[config.mk]
export PLATFORM = sky130hd
export DESIGN_NAME = tx_queue_watermark_monitor
export DESIGN_NICKNAME = d
export VERILOG_FILES = /design/src/design/wm_pkg.sv /design/src/design/tx_queue_watermark_monitor.sv /design/src/design/wm_cross_detect.sv
export SDC_FILE = /design/constraint.sdc
export NUM_CORES = 1
export LEC_CHECK = 0
export ABC_CLOCK_PERIOD_IN_PS = 2400
export CAP_MARGIN = 0
export CORE_MARGIN = 4
export CORE_UTILIZATION = 59
export DETAILED_ROUTE_END_ITERATION = 7
export DONT_BUFFER_PORTS = 1
export PLACE_DENSITY = 0.84
export SLEW_MARGIN = 0
export SYNTH_ARGS = -nofsm -noshare
export SYNTH_HDL_FRONTEND = slang
export SYNTH_SLANG_ARGS = --single-unit
export TNS_END_PERCENT = 50
[constraint.sdc]
create_clock -name core_clk_i -period 2.4 [get_ports core_clk_i]
set_input_delay 0.24 -clock core_clk_i [delete_from_list [all_inputs] [get_ports core_clk_i]]
set_output_delay 0.24 -clock core_clk_i [all_outputs]
set_load 0.01 [all_outputs]
[src/design/wm_pkg.sv]
package wm_pkg;
    // Register offsets, plain port addressing
    localparam logic [8:0] LOW_THR_ADDR   = 9'h1_24;
    localparam logic [8:0] HIGH_THR_ADDR  = 9'h1_25;
    localparam logic [8:0] IRQ_EN_ADDR    = 9'h1_26;
    localparam logic [8:0] LATCHED_ADDR   = 9'h1_27;
    localparam logic [8:0] LIVE_STATE_ADDR = 9'h1_28;
    // Field positions of the flag and enable registers
    localparam int LOW_BIT      = 0;
    localparam int HIGH_BIT     = 1;
    localparam int QOVF_BIT     = 2;
    localparam int FOVF_BIT     = 3;
    localparam int FLAG_W       = 4;
    localparam int REG_W        = 8;
    // Threshold scale: 32 packets of 2048 bytes
    localparam int PKTS_PER_STEP  = 32;
    localparam int BYTES_PER_PKT  = 2048;
    localparam int STEP_BYTES     = PKTS_PER_STEP * BYTES_PER_PKT;
    localparam int STEP_SHIFT     = $clog2(STEP_BYTES);
    localparam int FILL_W         = 24;
    localparam logic [7:0] THR_RESET   = 8'h00;
    localparam logic [7:0] EN_RESET    = 8'h00;
    localparam logic [3:0] FLAG_RESET  = 4'h0;
endpackage : wm_pkg

[src/design/tx_queue_watermark_monitor.sv]
// Contract
// (RQ1) Low watermark byte position is low threshold times 32 times 2048.
// (RQ2) High watermark byte position is high threshold times 32 times 2048.
// (RQ3) The monitored queue carries serial-side data toward Ethernet.
// (RQ4) Bit 3 latches an overflow of the decapsulator-to-memory FIFO.
// (RQ5) Bit 2 latches an overflow of the queue itself.
// (RQ6) Bit 1 latches a crossing of the high watermark.
// (RQ7) Bit 0 latches a crossing of the low watermark.
// (RQ8) Reading the latched register clears it; flags otherwise stay set.
// (RQ9) Enable bits 3..0 gate the flag in the same position, reset zero.
// (RQ10) Interrupt is high while any enabled flag is set.
// (RQ11) A crossing is a change of the fill comparison between clocks.
`timescale 1ns/1ps
module tx_queue_watermark_monitor
(
    input  wire logic                        core_clk_i,
    input  wire logic                        reset_i,
    input  wire logic [8:0]                  reg_addr_i,
    input  wire logic [7:0]                  reg_wdata_i,
    input  wire logic                        reg_wr_i,
    input  wire logic                        reg_rd_i,
    output logic      [7:0]                  reg_rdata_o,
    input  wire logic [wm_pkg::FILL_W-1:0]   queue_fill_i,
    input  wire logic                        queue_overflow_i,
    input  wire logic                        fifo_overflow_i,
    output logic                             irq_o
);
    ////////////////////////////////////////////////////////////////////////
    logic [7:0]                low_watermark_value_q;
    logic [7:0]                low_watermark_value_d;
    logic [7:0]                high_watermark_value_q;
    logic [7:0]                high_watermark_value_d;
    logic [7:0]                watermark_irq_enables_q;
    logic [7:0]                watermark_irq_enables_d;
    logic [3:0]                watermark_latched_flags_q;
    logic [3:0]                watermark_latched_flags_d;
    logic [7:0]                rdata_q;
    logic [7:0]                rdata_d;
    logic                      low_cross_state;
    logic                      high_cross_state;
    logic                      low_cross;
    logic                      high_cross;
    logic [3:0]                events;
    logic                      wr_low;
    logic                      wr_high;
    logic                      wr_en;
    logic                      rd_low;
    logic                      rd_high;
    logic                      rd_en;
    logic                      rd_latched;
    logic                      rd_live;
    logic [7:0]                live_state;
    logic                      irq_d;
    logic                      irq_q;

    ////////////////////////////////////////////////////////////////////////
    // RQ3 queue fill compare
    // RQ1 low mark compare
    // RQ11 low crossing edge
    wm_cross_detect u_low
    (
        .core_clk_i (core_clk_i),
        .reset_i    (reset_i),
        .fill_i     (queue_fill_i),
        .thr_i      (low_watermark_value_q),
        .above_o    (low_cross_state),
        .cross_o    (low_cross)
    );

    // RQ2 high mark compare
    // RQ11 high crossing edge
    wm_cross_detect u_high
    (
        .core_clk_i (core_clk_i),
        .reset_i    (reset_i),
        .fill_i     (queue_fill_i),
        .thr_i      (high_watermark_value_q),
        .above_o    (high_cross_state),
        .cross_o    (high_cross)
    );

    ////////////////////////////////////////////////////////////////////////
    // Event vector in flag bit order
    always_comb
    begin
        events = '0;
        // RQ7 low crossing event
        events[wm_pkg::LOW_BIT]  = low_cross;
        // RQ6 high crossing event
        events[wm_pkg::HIGH_BIT] = high_cross;
        // RQ5 queue overflow event
        events[wm_pkg::QOVF_BIT] = queue_overflow_i;
        // RQ4 FIFO overflow event
        events[wm_pkg::FOVF_BIT] = fifo_overflow_i;
    end

    ////////////////////////////////////////////////////////////////////////
    // Strobe decode, one select per register
    // Unmapped addresses raise no select, so they are ignored
    always_comb
    begin
        wr_low     = 1'b0;
        wr_high    = 1'b0;
        wr_en      = 1'b0;
        rd_low     = 1'b0;
        rd_high    = 1'b0;
        rd_en      = 1'b0;
        rd_latched = 1'b0;
        rd_live    = 1'b0;
        if (reg_wr_i)
        begin
            wr_low  = (reg_addr_i == wm_pkg::LOW_THR_ADDR);
            wr_high = (reg_addr_i == wm_pkg::HIGH_THR_ADDR);
            wr_en   = (reg_addr_i == wm_pkg::IRQ_EN_ADDR);
        end
        if (reg_rd_i)
        begin
            rd_low     = (reg_addr_i == wm_pkg::LOW_THR_ADDR);
            rd_high    = (reg_addr_i == wm_pkg::HIGH_THR_ADDR);
            rd_en      = (reg_addr_i == wm_pkg::IRQ_EN_ADDR);
            rd_latched = (reg_addr_i == wm_pkg::LATCHED_ADDR);
            rd_live    = (reg_addr_i == wm_pkg::LIVE_STATE_ADDR);
        end
    end

    ////////////////////////////////////////////////////////////////////////
    // RQ1 low threshold register
    always_comb
    begin
        low_watermark_value_d = low_watermark_value_q;
        if (wr_low)
        begin
            low_watermark_value_d = reg_wdata_i;
        end
    end

    always_ff @(posedge core_clk_i)
    begin
        if (reset_i)
        begin
            low_watermark_value_q <= wm_pkg::THR_RESET;
        end
        else
        begin
            low_watermark_value_q <= low_watermark_value_d;
        end
    end

    ////////////////////////////////////////////////////////////////////////
    // RQ2 high threshold register
    always_comb
    begin
        high_watermark_value_d = high_watermark_value_q;
        if (wr_high)
        begin
            high_watermark_value_d = reg_wdata_i;
        end
    end

    always_ff @(posedge core_clk_i)
    begin
        if (reset_i)
        begin
            high_watermark_value_q <= wm_pkg::THR_RESET;
        end
        else
        begin
            high_watermark_value_q <= high_watermark_value_d;
        end
    end

    ////////////////////////////////////////////////////////////////////////
    // RQ9 enable register, upper bits read zero
    always_comb
    begin
        watermark_irq_enables_d = watermark_irq_enables_q;
        if (wr_en)
        begin
            watermark_irq_enables_d =
                {{(wm_pkg::REG_W - wm_pkg::FLAG_W){1'b0}},
                 reg_wdata_i[wm_pkg::FLAG_W-1:0]};
        end
    end

    // RQ9 enables reset to zero
    always_ff @(posedge core_clk_i)
    begin
        if (reset_i)
        begin
            watermark_irq_enables_q <= wm_pkg::EN_RESET;
        end
        else
        begin
            watermark_irq_enables_q <= watermark_irq_enables_d;
        end
    end

    ////////////////////////////////////////////////////////////////////////
    // RQ8 clear on read, set wins
    // An event in the reading cycle survives, so no event is lost
    always_comb
    begin
        watermark_latched_flags_d = watermark_latched_flags_q;
        if (rd_latched)
        begin
            watermark_latched_flags_d = wm_pkg::FLAG_RESET;
        end
        watermark_latched_flags_d = watermark_latched_flags_d | events;
    end

    always_ff @(posedge core_clk_i)
    begin
        if (reset_i)
        begin
            watermark_latched_flags_q <= wm_pkg::FLAG_RESET;
        end
        else
        begin
            watermark_latched_flags_q <= watermark_latched_flags_d;
        end
    end

    ////////////////////////////////////////////////////////////////////////
    // Live compare state, read only
    always_comb
    begin
        live_state                   = '0;
        live_state[wm_pkg::LOW_BIT]  = low_cross_state;
        live_state[wm_pkg::HIGH_BIT] = high_cross_state;
    end

    // Read data stand one cycle, zero otherwise
    always_comb
    begin
        rdata_d = '0;
        if (rd_low)
        begin
            rdata_d = low_watermark_value_q;
        end
        else if (rd_high)
        begin
            rdata_d = high_watermark_value_q;
        end
        else if (rd_en)
        begin
            rdata_d = watermark_irq_enables_q;
        end
        else if (rd_latched)
        begin
            rdata_d = {{(wm_pkg::REG_W - wm_pkg::FLAG_W){1'b0}},
                       watermark_latched_flags_q};
        end
        else if (rd_live)
        begin
            rdata_d = live_state;
        end
    end

    always_ff @(posedge core_clk_i)
    begin
        if (reset_i)
        begin
            rdata_q <= '0;
        end
        else
        begin
            rdata_q <= rdata_d;
        end
    end

    ////////////////////////////////////////////////////////////////////////
    // RQ10 masked interrupt level
    // Built from next values, so it tracks the registers in step
    always_comb
    begin
        irq_d = |(watermark_latched_flags_d
                  & watermark_irq_enables_d[wm_pkg::FLAG_W-1:0]);
    end

    always_ff @(posedge core_clk_i)
    begin
        if (reset_i)
        begin
            irq_q <= 1'b0;
        end
        else
        begin
            irq_q <= irq_d;
        end
    end

    ////////////////////////////////////////////////////////////////////////
    assign reg_rdata_o = rdata_q;
    assign irq_o       = irq_q;
endmodule : tx_queue_watermark_monitor

[src/design/wm_cross_detect.sv]
`timescale 1ns/1ps
// Flags a change of "fill at or above threshold" between two clocks
module wm_cross_detect
(
    input  wire logic                        core_clk_i,
    input  wire logic                        reset_i,
    input  wire logic [wm_pkg::FILL_W-1:0]   fill_i,
    input  wire logic [7:0]                  thr_i,
    output logic                             above_o,
    output logic                             cross_o
);
    logic [wm_pkg::FILL_W-1:0] mark;
    logic                      above_d;
    logic                      above_q;

    always_comb
    begin
        mark    = wm_pkg::FILL_W'({thr_i, {wm_pkg::STEP_SHIFT{1'b0}}});
        above_d = (fill_i >= mark);
    end

    always_ff @(posedge core_clk_i)
    begin
        if (reset_i)
            above_q <= 1'b0;
        else
            above_q <= above_d;
    end

    assign above_o = above_q;
    assign cross_o = above_d ^ above_q;
endmodule : wm_cross_detect

### Yosys cells after proc, flatten, opt, wreduce, memory -nomap -nowiden

Index checks and enable logic that the tools add are counted.

* register bits after elaboration: 35
* input bits: 47
* output and inout port bits: 9

* order comparisons: 2
* equal/unequal tests: 5
* multiplexer cells: 15
* bitwise gates (word level): 4
* reduce and logical (&&, ||, !) cells: 1

Operators by type and width (number)
* $ge 24x24->1: 2
* $eq 9x9->1 const B: 5
* $mux 4: 4
* $mux 8: 2
* $mux 1: 8
* $and 4x4->4: 1
* $or 4x4->4: 1
* $reduce_or 4->1: 1
* $mux 2: 1
* $xor 1x1->1: 2

### Depth between registers and ports, before layout

Gate-level depths: netlist of run 1.

* word-level depth: 7
* gate-level depth with buffers: 8

### Cells and area by module

A second synthesis of run 1 with hierarchy kept.

* cell total of the unflattened synthesis: 216
* area, all modules: 1893.1 um^2

Modules (own cells, without submodules)
* tx_queue_watermark_monitor: times used 1, cells an instance 140, area each 1362.6 um^2
* wm_cross_detect: times used 2, cells an instance 38, area each 265.3 um^2

### Least setup slack after synthesis of run 1

OpenSTA, ideal clock, no wires.

* path kind: reg-to-reg
* start: register high_watermark_value_q[2]
* end: register irq_q (netlist: irq_o)
* library setup time: 139 ps
* arrival time: 1753 ps
* required time: 2261 ps
* path slack: 509 ps
* stages on the path, launching flop included: 9
* buffers on the path: 0
* period minus slack after synthesis: 1891 ps
* cell sequence: dfxtp_1 > inv_1 > ha_1 > and3b_1 > a211oi_2 > a211oi_1 > a221oi_2 > xor2_1 > o221ai_1

* longest elaborated chain between the ends: 5

Ends and longest elaborated chain
* from (decl): line tx_queue_watermark_monitor.sv:31 `logic [7:0] high_watermark_value_q;`
* from (signal assigned): line tx_queue_watermark_monitor.sv:164 `high_watermark_value_q <= wm_pkg::THR_RESET;`
* from (signal assigned): line tx_queue_watermark_monitor.sv:168 `high_watermark_value_q <= high_watermark_value_d;`
* $ge 24x24->1: line wm_cross_detect.sv:19 `above_d = (fill_i >= mark);`
* $xor 1x1->1: line wm_cross_detect.sv:31 `assign cross_o = above_d ^ above_q;`
* $or 4x4->4: line tx_queue_watermark_monitor.sv:208 `watermark_latched_flags_d = watermark_latched_flags_d | events;`
* $and 4x4->4: line tx_queue_watermark_monitor.sv:277 `& watermark_irq_enables_d[wm_pkg::FLAG_W-1:0]);`
* $reduce_or 4->1: line tx_queue_watermark_monitor.sv:276 `irq_d = |(watermark_latched_flags_d`
* to (signal assigned): line tx_queue_watermark_monitor.sv:288 `irq_q <= irq_d;`
* to (decl): line tx_queue_watermark_monitor.sv:54 `logic irq_q;`

Every way passes these cells.
A chain may end at the register's enable or synchronous reset.

### Worst setup path after layout of run 1

* start: register low_watermark_value_q[7]
* end: register irq_q (netlist: irq_o)

* longest elaborated chain between the ends: 5

Ends and longest elaborated chain
* from (decl): line tx_queue_watermark_monitor.sv:29 `logic [7:0] low_watermark_value_q;`
* from (signal assigned): line tx_queue_watermark_monitor.sv:141 `low_watermark_value_q <= wm_pkg::THR_RESET;`
* from (signal assigned): line tx_queue_watermark_monitor.sv:145 `low_watermark_value_q <= low_watermark_value_d;`
* $ge 24x24->1: line wm_cross_detect.sv:19
* $xor 1x1->1: line wm_cross_detect.sv:31
* $or 4x4->4: line tx_queue_watermark_monitor.sv:208
* $and 4x4->4: line tx_queue_watermark_monitor.sv:277
* $reduce_or 4->1: line tx_queue_watermark_monitor.sv:276

Every way passes these cells.

==> out/results.ini, run 1 <==
[critical_path]
crit_end=irq_o
r2r_start=low_watermark_value_q[7]
crit_fanout=3
crit_arrival_ps=2310
timing.rr.end=irq_o
crit_path_cell_trace=inv_1 -> ha_1 -> a21oi_1 -> o21ai_1 -> o41ai_1 -> mux2i_1 -> o221ai_1
slowest_stage=o41ai_1
reg2reg_setup_slack_ps=300
critPathKind=reg -> reg
start_kind=flip-flop
crit_start=low_watermark_value_q[7]
required_ps=2620
crit_path_end_kind=flip-flop
r2r_cells=7
cp_slowest_stage_delay_ps=580

[layout]
final_cell_area_sq_um=2020
n_antenna_cell=0
final_util_pct=65.5
drive_above_1_share_pct=7.62
nNetsFinal=272
syn_to_final_growth_pct=4.88

[synth]
seq_area_frac_synth_pct=36.4
synth-seq-cells=35
synthArstFlopShare_pct=0
yosysWarnings=0
synth_commonest_cells=dfxtp_1, nor2_1, mux2i_1
yosys.area_share.xor_xnor_pct=0.455
ys_top_cells_by_area=dfxtp_1, mux2i_1, ha_1
synth_area_sq_um=1920
synth_top_family_by_area=simple AND/OR/NAND/NOR gates
postSynthAreaPerCell_sq_um=9.29
ys.flop_type=dfxtp_1
synth_top_area_share_pct=36.4
synth_edf_count=0
synthAdderAreaFrac_pct=10.4
synth_top_area_cell=dfxtp_1
muxShareOfSynthArea_pct=16.4
synth-simple-area-share_pct=22.1
synth_compound_gate_area_share_pct=9.24
syn_nets=270
yosys.cell_types.count=41
synth.most_common_cell=dfxtp_1
netlist_instances=207

[detailed_routing]
viasPerCell=5.83
final_antenna_net_count=0
num_vias=1481
drt_iter0_markers=77
topRoutingLayerUsed=met4
wirelength_met1_um=1760
drt-wirelength-per-cell_um=16.7
drt-total-wl_um=4240
firstDrtPassIters=4
wl_met3_um=334
drc_errors=0
route.met2.wl_um=2100

[pwr]
ir_worst_vdd_v=0.000361
pwr-share-clk_pct=30.7
comb_power_share_pct=8.4
p_leak_nw=0.881
p_sw_mw=0.237
p_seq_share_pct=60.8
p_int_mw=0.743
switching_share_pct=24.2
power_density_nw_per_um2=486

[floorplan]
die_area_sq_um=4240
rows=20
start_util_pct=62.5
core_sq_um=3080
fp.dieH_um=65.1
die_w_um=65.1
io_pins=56

[global_routing]
overflow=0
grt_usage_pct=21.9
grt_start_max_net_pins=30
grt_pass1_vias=1494
antenna_found_initial=0
grt_pass1_wl_um=6980

[timing]
skew_ps=9.13
final-setup-viol-count=0
max_slew_margin_pct=30.3
timing.setup.tns_ps=0
slew_viol_final=0
fin_crit_sh_pct=87.4
rsz0062_at_grt=no
tightest_slew_ps=1040
finalCriticalPeriod_ps=2100
final-hold-violation-count=0
fmax_mhz=477

[cts]
numCtsBuffers=5
clk_path_buf_depth=2
cts_root_buf=clkbuf_4
postCtsHoldBufs=1
clock_latency_ps=340
htree_levels=2
ctsResizeCount=0
path_clk_slew_ps=110
cts_tree=built
postCtsSetupRepairBufs=0
cts_sinks=35

[status]
outcome=finished clean

[job]
drv_cap=0

[placed_design]
port_buffers=0
gp_congestion=0.804
dpl_cell_area_sq_um=1960
dp_hpwl_um=3280

[worst_hold_path]
hold_class=in -> reg

[stage by stage]
stage	total power, mW	hold WS, ps	setup slack [ps]	instances
finish	0.980	38.1	303	254
global route	1.03	20.3	121	254
CTS	0.994	26.9	277	254
detailed placement	0.682	317	285	245
global placement	0.681	316	422	245
floorplan	0.682	335	509	207
[metal layers]
metal	track usage [%]	up-vias
li1	-	741
met1	26.5	690
met2	36.7	45
met3	7.86	5
met4	6.22	0
met5	0	-
[power by group through the flow]
| stage | Clock [mW] | Combinational, mW | Sequential [mW] |
|---|---|---|---|
| 2_1_floorplan | 0 | 0.0746 | 0.607 |
| 3_3_place_gp | 0 | 0.0721 | 0.609 |
| 3_5_place_dp | 0 | 0.0731 | 0.609 |
| 4_1_cts | 0.316 | 0.0822 | 0.596 |
| 5_1_grt | 0.342 | 0.0939 | 0.598 |
| 6_report | 0.301 | 0.0824 | 0.596 |
[worst min path at each step]
| stage | end | depth (start not counted) | slack (ps) | start |
|---|---|---|---|---|
| 2_1_floorplan | watermark_irq_enables_q[1] | 1 | 340 | reset_i |
| 3_3_place_gp | low_watermark_value_q[7] | 1 | 320 | reset_i |
| 3_5_place_dp | watermark_latched_flags_q[1] | 1 | 320 | reset_i |
| 4_1_cts | watermark_latched_flags_q[3] | 2 | 30 | fifo_overflow_i |
| 5_1_grt | low_watermark_value_q[6] | 2 | 20 | reg_wdata_i[6] |
| 6_report | watermark_latched_flags_q[3] | 2 | 40 | fifo_overflow_i |
[layout make-up]
| class | instances | area [sq um] |
|---|---|---|
| multi-input combinational | 147 | 1130 |
| fill | 261 | 1060 |
| sequential | 35 | 701 |
| inverter | 18 | 67.6 |
| tap | 44 | 55.1 |
| clock buffer | 7 | 45.0 |
| timing repair buffer | 2 | 17.5 |
| clock inverter | 1 | 5.00 |
[state kept, by name (all words and copies together) (netlist names)]
signal and cells:
high_watermark_value_q 8, watermark_latched_flags_q 4, watermark_irq_enables_q 4, u_low.above_o 1
irq_o 1, u_high.above_o 1, low_watermark_value_q 8, reg_rdata_o 8
[placed cells by master, fill, tap and decap left out, types with 2 or more instances in the layout]
| master | instances |
|---|---|
| a32oi_1 | 2 |
| a21oi_1 | 7 |
| nor3_1 | 4 |
| nand2_1 | 7 |
| clkbuf_1 | 2 |
| inv_1 | 18 |
| a31oi_1 | 3 |
| nand4b_1 | 2 |
| nand3_1 | 4 |
| nand4_1 | 2 |
| ha_1 | 16 |
| nor2_1 | 32 |
| o21ai_0 | 3 |
| nor4_1 | 4 |
| mux4_2 | 2 |
| nor3b_1 | 4 |
| and3b_1 | 2 |
| nand2b_1 | 2 |
| dfxtp_1 | 35 |
| clkbuf_4 | 5 |
| mux2i_1 | 27 |
| or3_1 | 3 |
| o21ai_1 | 4 |
[worst max-delay path, delay by kind of cell (launching register included)]
family / cells / cell delay (ps)
DFF: 1 / 370
AOI/OAI and AO/OA: 4 / 940
adders and majority gates: 1 / 300
muxes: 1 / 310
buffers and inverters: 1 / 50
[cells by family after synthesis]
kind of cell | count (synthesis)
and+or+nand+nor | 75
muxes | 29
adders and majority gates | 16
buffers and inverters | 25
AOI/OAI and AO/OA | 26
DFF | 35
xor gates and xnor gates | 1
Note: power is estimated with default switching activity, not from simulation.
==> inputs of run 2 (changes only) <==
==> constraint.sdc (replaced) <==
create_clock -name core_clk_i -period 2.4 [get_ports core_clk_i]
set_input_delay 0.36 -clock core_clk_i [delete_from_list [all_inputs] [get_ports core_clk_i]]
set_output_delay 0.36 -clock core_clk_i [all_outputs]
set_load 0.01 [all_outputs]
==> run 2 against run 1 <==
Effect of this change:
- highest routed layer unchanged
- total power fell by 3.1%
- via count rose by 1.4%
- final area fell by 0.93%
- clock skew fell by 3.7 ps
==> out/results.ini, run 2 (synthesis gave the netlist of run 1 again) <==
[critical_path]
timing.rr.end=irq_o
start_kind=flip-flop
crit_path_end_kind=flip-flop
cp_slowest_stage_delay_ps=560
crit_cells=7
crit_path_cell_trace=inv_1 -> ha_1 -> a21oi_1 -> o21ai_1 -> o41ai_1 -> mux2i_1 -> o221ai_1
r2r_cells=7
crit_fanout=3
crit_arrival_ps=2340
reg2reg_setup_slack_ps=250
r2r_start=low_watermark_value_q[7]
path_buf_inv=1
required_ps=2600
crit_family=compound AO/OA/AOI/OAI gates
slowest_stage=o41ai_1
critPathKind=reg -> reg

[global_routing]
grt_usage_pct=21.0
grt_start_max_net_pins=34
grt_pass1_vias=1432
antenna_found_initial=0
overflow=0
grt_pass1_wl_um=6690

[timing]
tightest_slew_ps=542
skew_ps=5.41
final-setup-viol-count=0
slew_viol_final=0
timing.hold.ws_ps=93.8
max_slew_margin_pct=63.4
timing.setup.tns_ps=0
finalCriticalPeriod_ps=2150
timing.final.ws_setup_ps=254
fmax_mhz=466
rsz0062_at_grt=no
fin_crit_sh_pct=89.4
final-hold-violation-count=0

[floorplan]
die_area_sq_um=4240
fp.dieH_um=65.1
die_w_um=65.1
start_util_pct=62.5
io_pins=56
core_sq_um=3080
rows=20

[placed_design]
gp_congestion=0.822
port_buffers=0
place_ws_ps=264
dpl_cell_area_sq_um=1960
dp_hpwl_um=3250

[detailed_routing]
final_antenna_net_count=0
drt-total-wl_um=4110
viasPerCell=5.98
drt-wirelength-per-cell_um=16.4
drt_iter0_markers=97
num_vias=1502
drc_errors=0
firstDrtPassIters=4

[layout]
final_cell_area_sq_um=2000
syn_to_final_growth_pct=3.90
multi_input_area_sq_um=1130
nNetsFinal=271
n_fill_cell=259
final_common_cell=dfxtp_1
n_antenna_cell=0
most-common-layout-cells=dfxtp_1, nor2_1, mux2i_1
drive_above_1_share_pct=7.25
regArea_sq_um=701

[pwr]
p_leak_nw=0.872
switching_share_pct=23.0
p_seq_share_pct=62.8
pwr-share-clk_pct=29.4
p_sw_mw=0.218
ir_worst_vdd_v=0.000419
p_int_mw=0.732
p_total_mw=0.950
comb_power_share_pct=7.8
power_density_nw_per_um2=475

[cts]
numCtsBuffers=5
cts_root_buf=clkbuf_4
ctsResizeCount=0
cts_tree=built
clock_latency_ps=330
path_clk_slew_ps=90
postCtsSetupRepairBufs=0
cts_sinks=35
clk_path_buf_depth=2
htree_levels=2
postCtsHoldBufs=0

[worst_hold_path]
hold_depth=1
min-delay-start=reset_i
min_to=high_watermark_value_q[4]
hold_class=in -> reg

[status]
outcome=finished clean

[job]
drv_cap=0

## run 2: cell count changes in the layout (fill, tap and decap cells not counted), sizes merged
cell / before / now
clkbuf: 7 / 6
clkinv: 1 / 0
dlygate4sd3: 1 / 0
## run 2: worst max path at each step
stage | start | end | slack [ps]
6_report | low_watermark_value_q[7] | irq_o | 250
5_1_grt | low_watermark_value_q[7] | irq_o | 90
4_1_cts | low_watermark_value_q[7] | irq_o | 280
3_5_place_dp | low_watermark_value_q[7] | irq_o | 260
3_3_place_gp | high_watermark_value_q[2] | irq_o | 390
2_1_floorplan | queue_fill_i[18] | irq_o | 490
## run 2: cell type report
type | count | share of cell area, %
clock buffer | 6 | 2.07
inverter | 18 | 3.38
multi-input combinational | 147 | 56.4
sequential | 35 | 35.1
tap | 44 | 2.76
timing repair buffer | 1 | 0.376
## run 2: stage by stage
| step | utilization (%) | instances |
|---|---|---|
| floorplan | - | 207 |
| global placement | 63.6 | 245 |
| detailed placement | 63.6 | 245 |
| CTS | 64.9 | 251 |
| global route | 64.9 | 251 |
| finish | 64.9 | 251 |
## run 2: metal layers
| metal | routed length (um) | vias up | track usage [%] | part of all wire, % |
|---|---|---|---|---|
| met2 | 2010 | 46 | 32.7 | 49 |
| li1 | - | 738 | - | - |
| met3 | 301 | 6 | 9.23 | 7.3 |
| met1 | 1740 | 712 | 26.2 | 42 |
| met4 | 53 | 0 | 6.22 | 1.3 |
| met5 | 0 | - | 0 | 0 |
## run 2: power by group through the flow
stage               clock [mW]  combinational, mW  sequential [mW]
floorplan                    0             0.0746            0.607
global placement             0             0.0717            0.609
detailed placement           0             0.0736            0.609
CTS                      0.288             0.0742            0.596
global route             0.316             0.0843            0.597
finish                   0.280             0.0741            0.596
## run 2: worst register-to-register path, stage by stage, from the launching register on
cell and delay [ps]:
dfxtp_1 370, inv_1 60, ha_1 300, a21oi_1 180, o21ai_1 110, o41ai_1 560, mux2i_1 300, o221ai_1 140
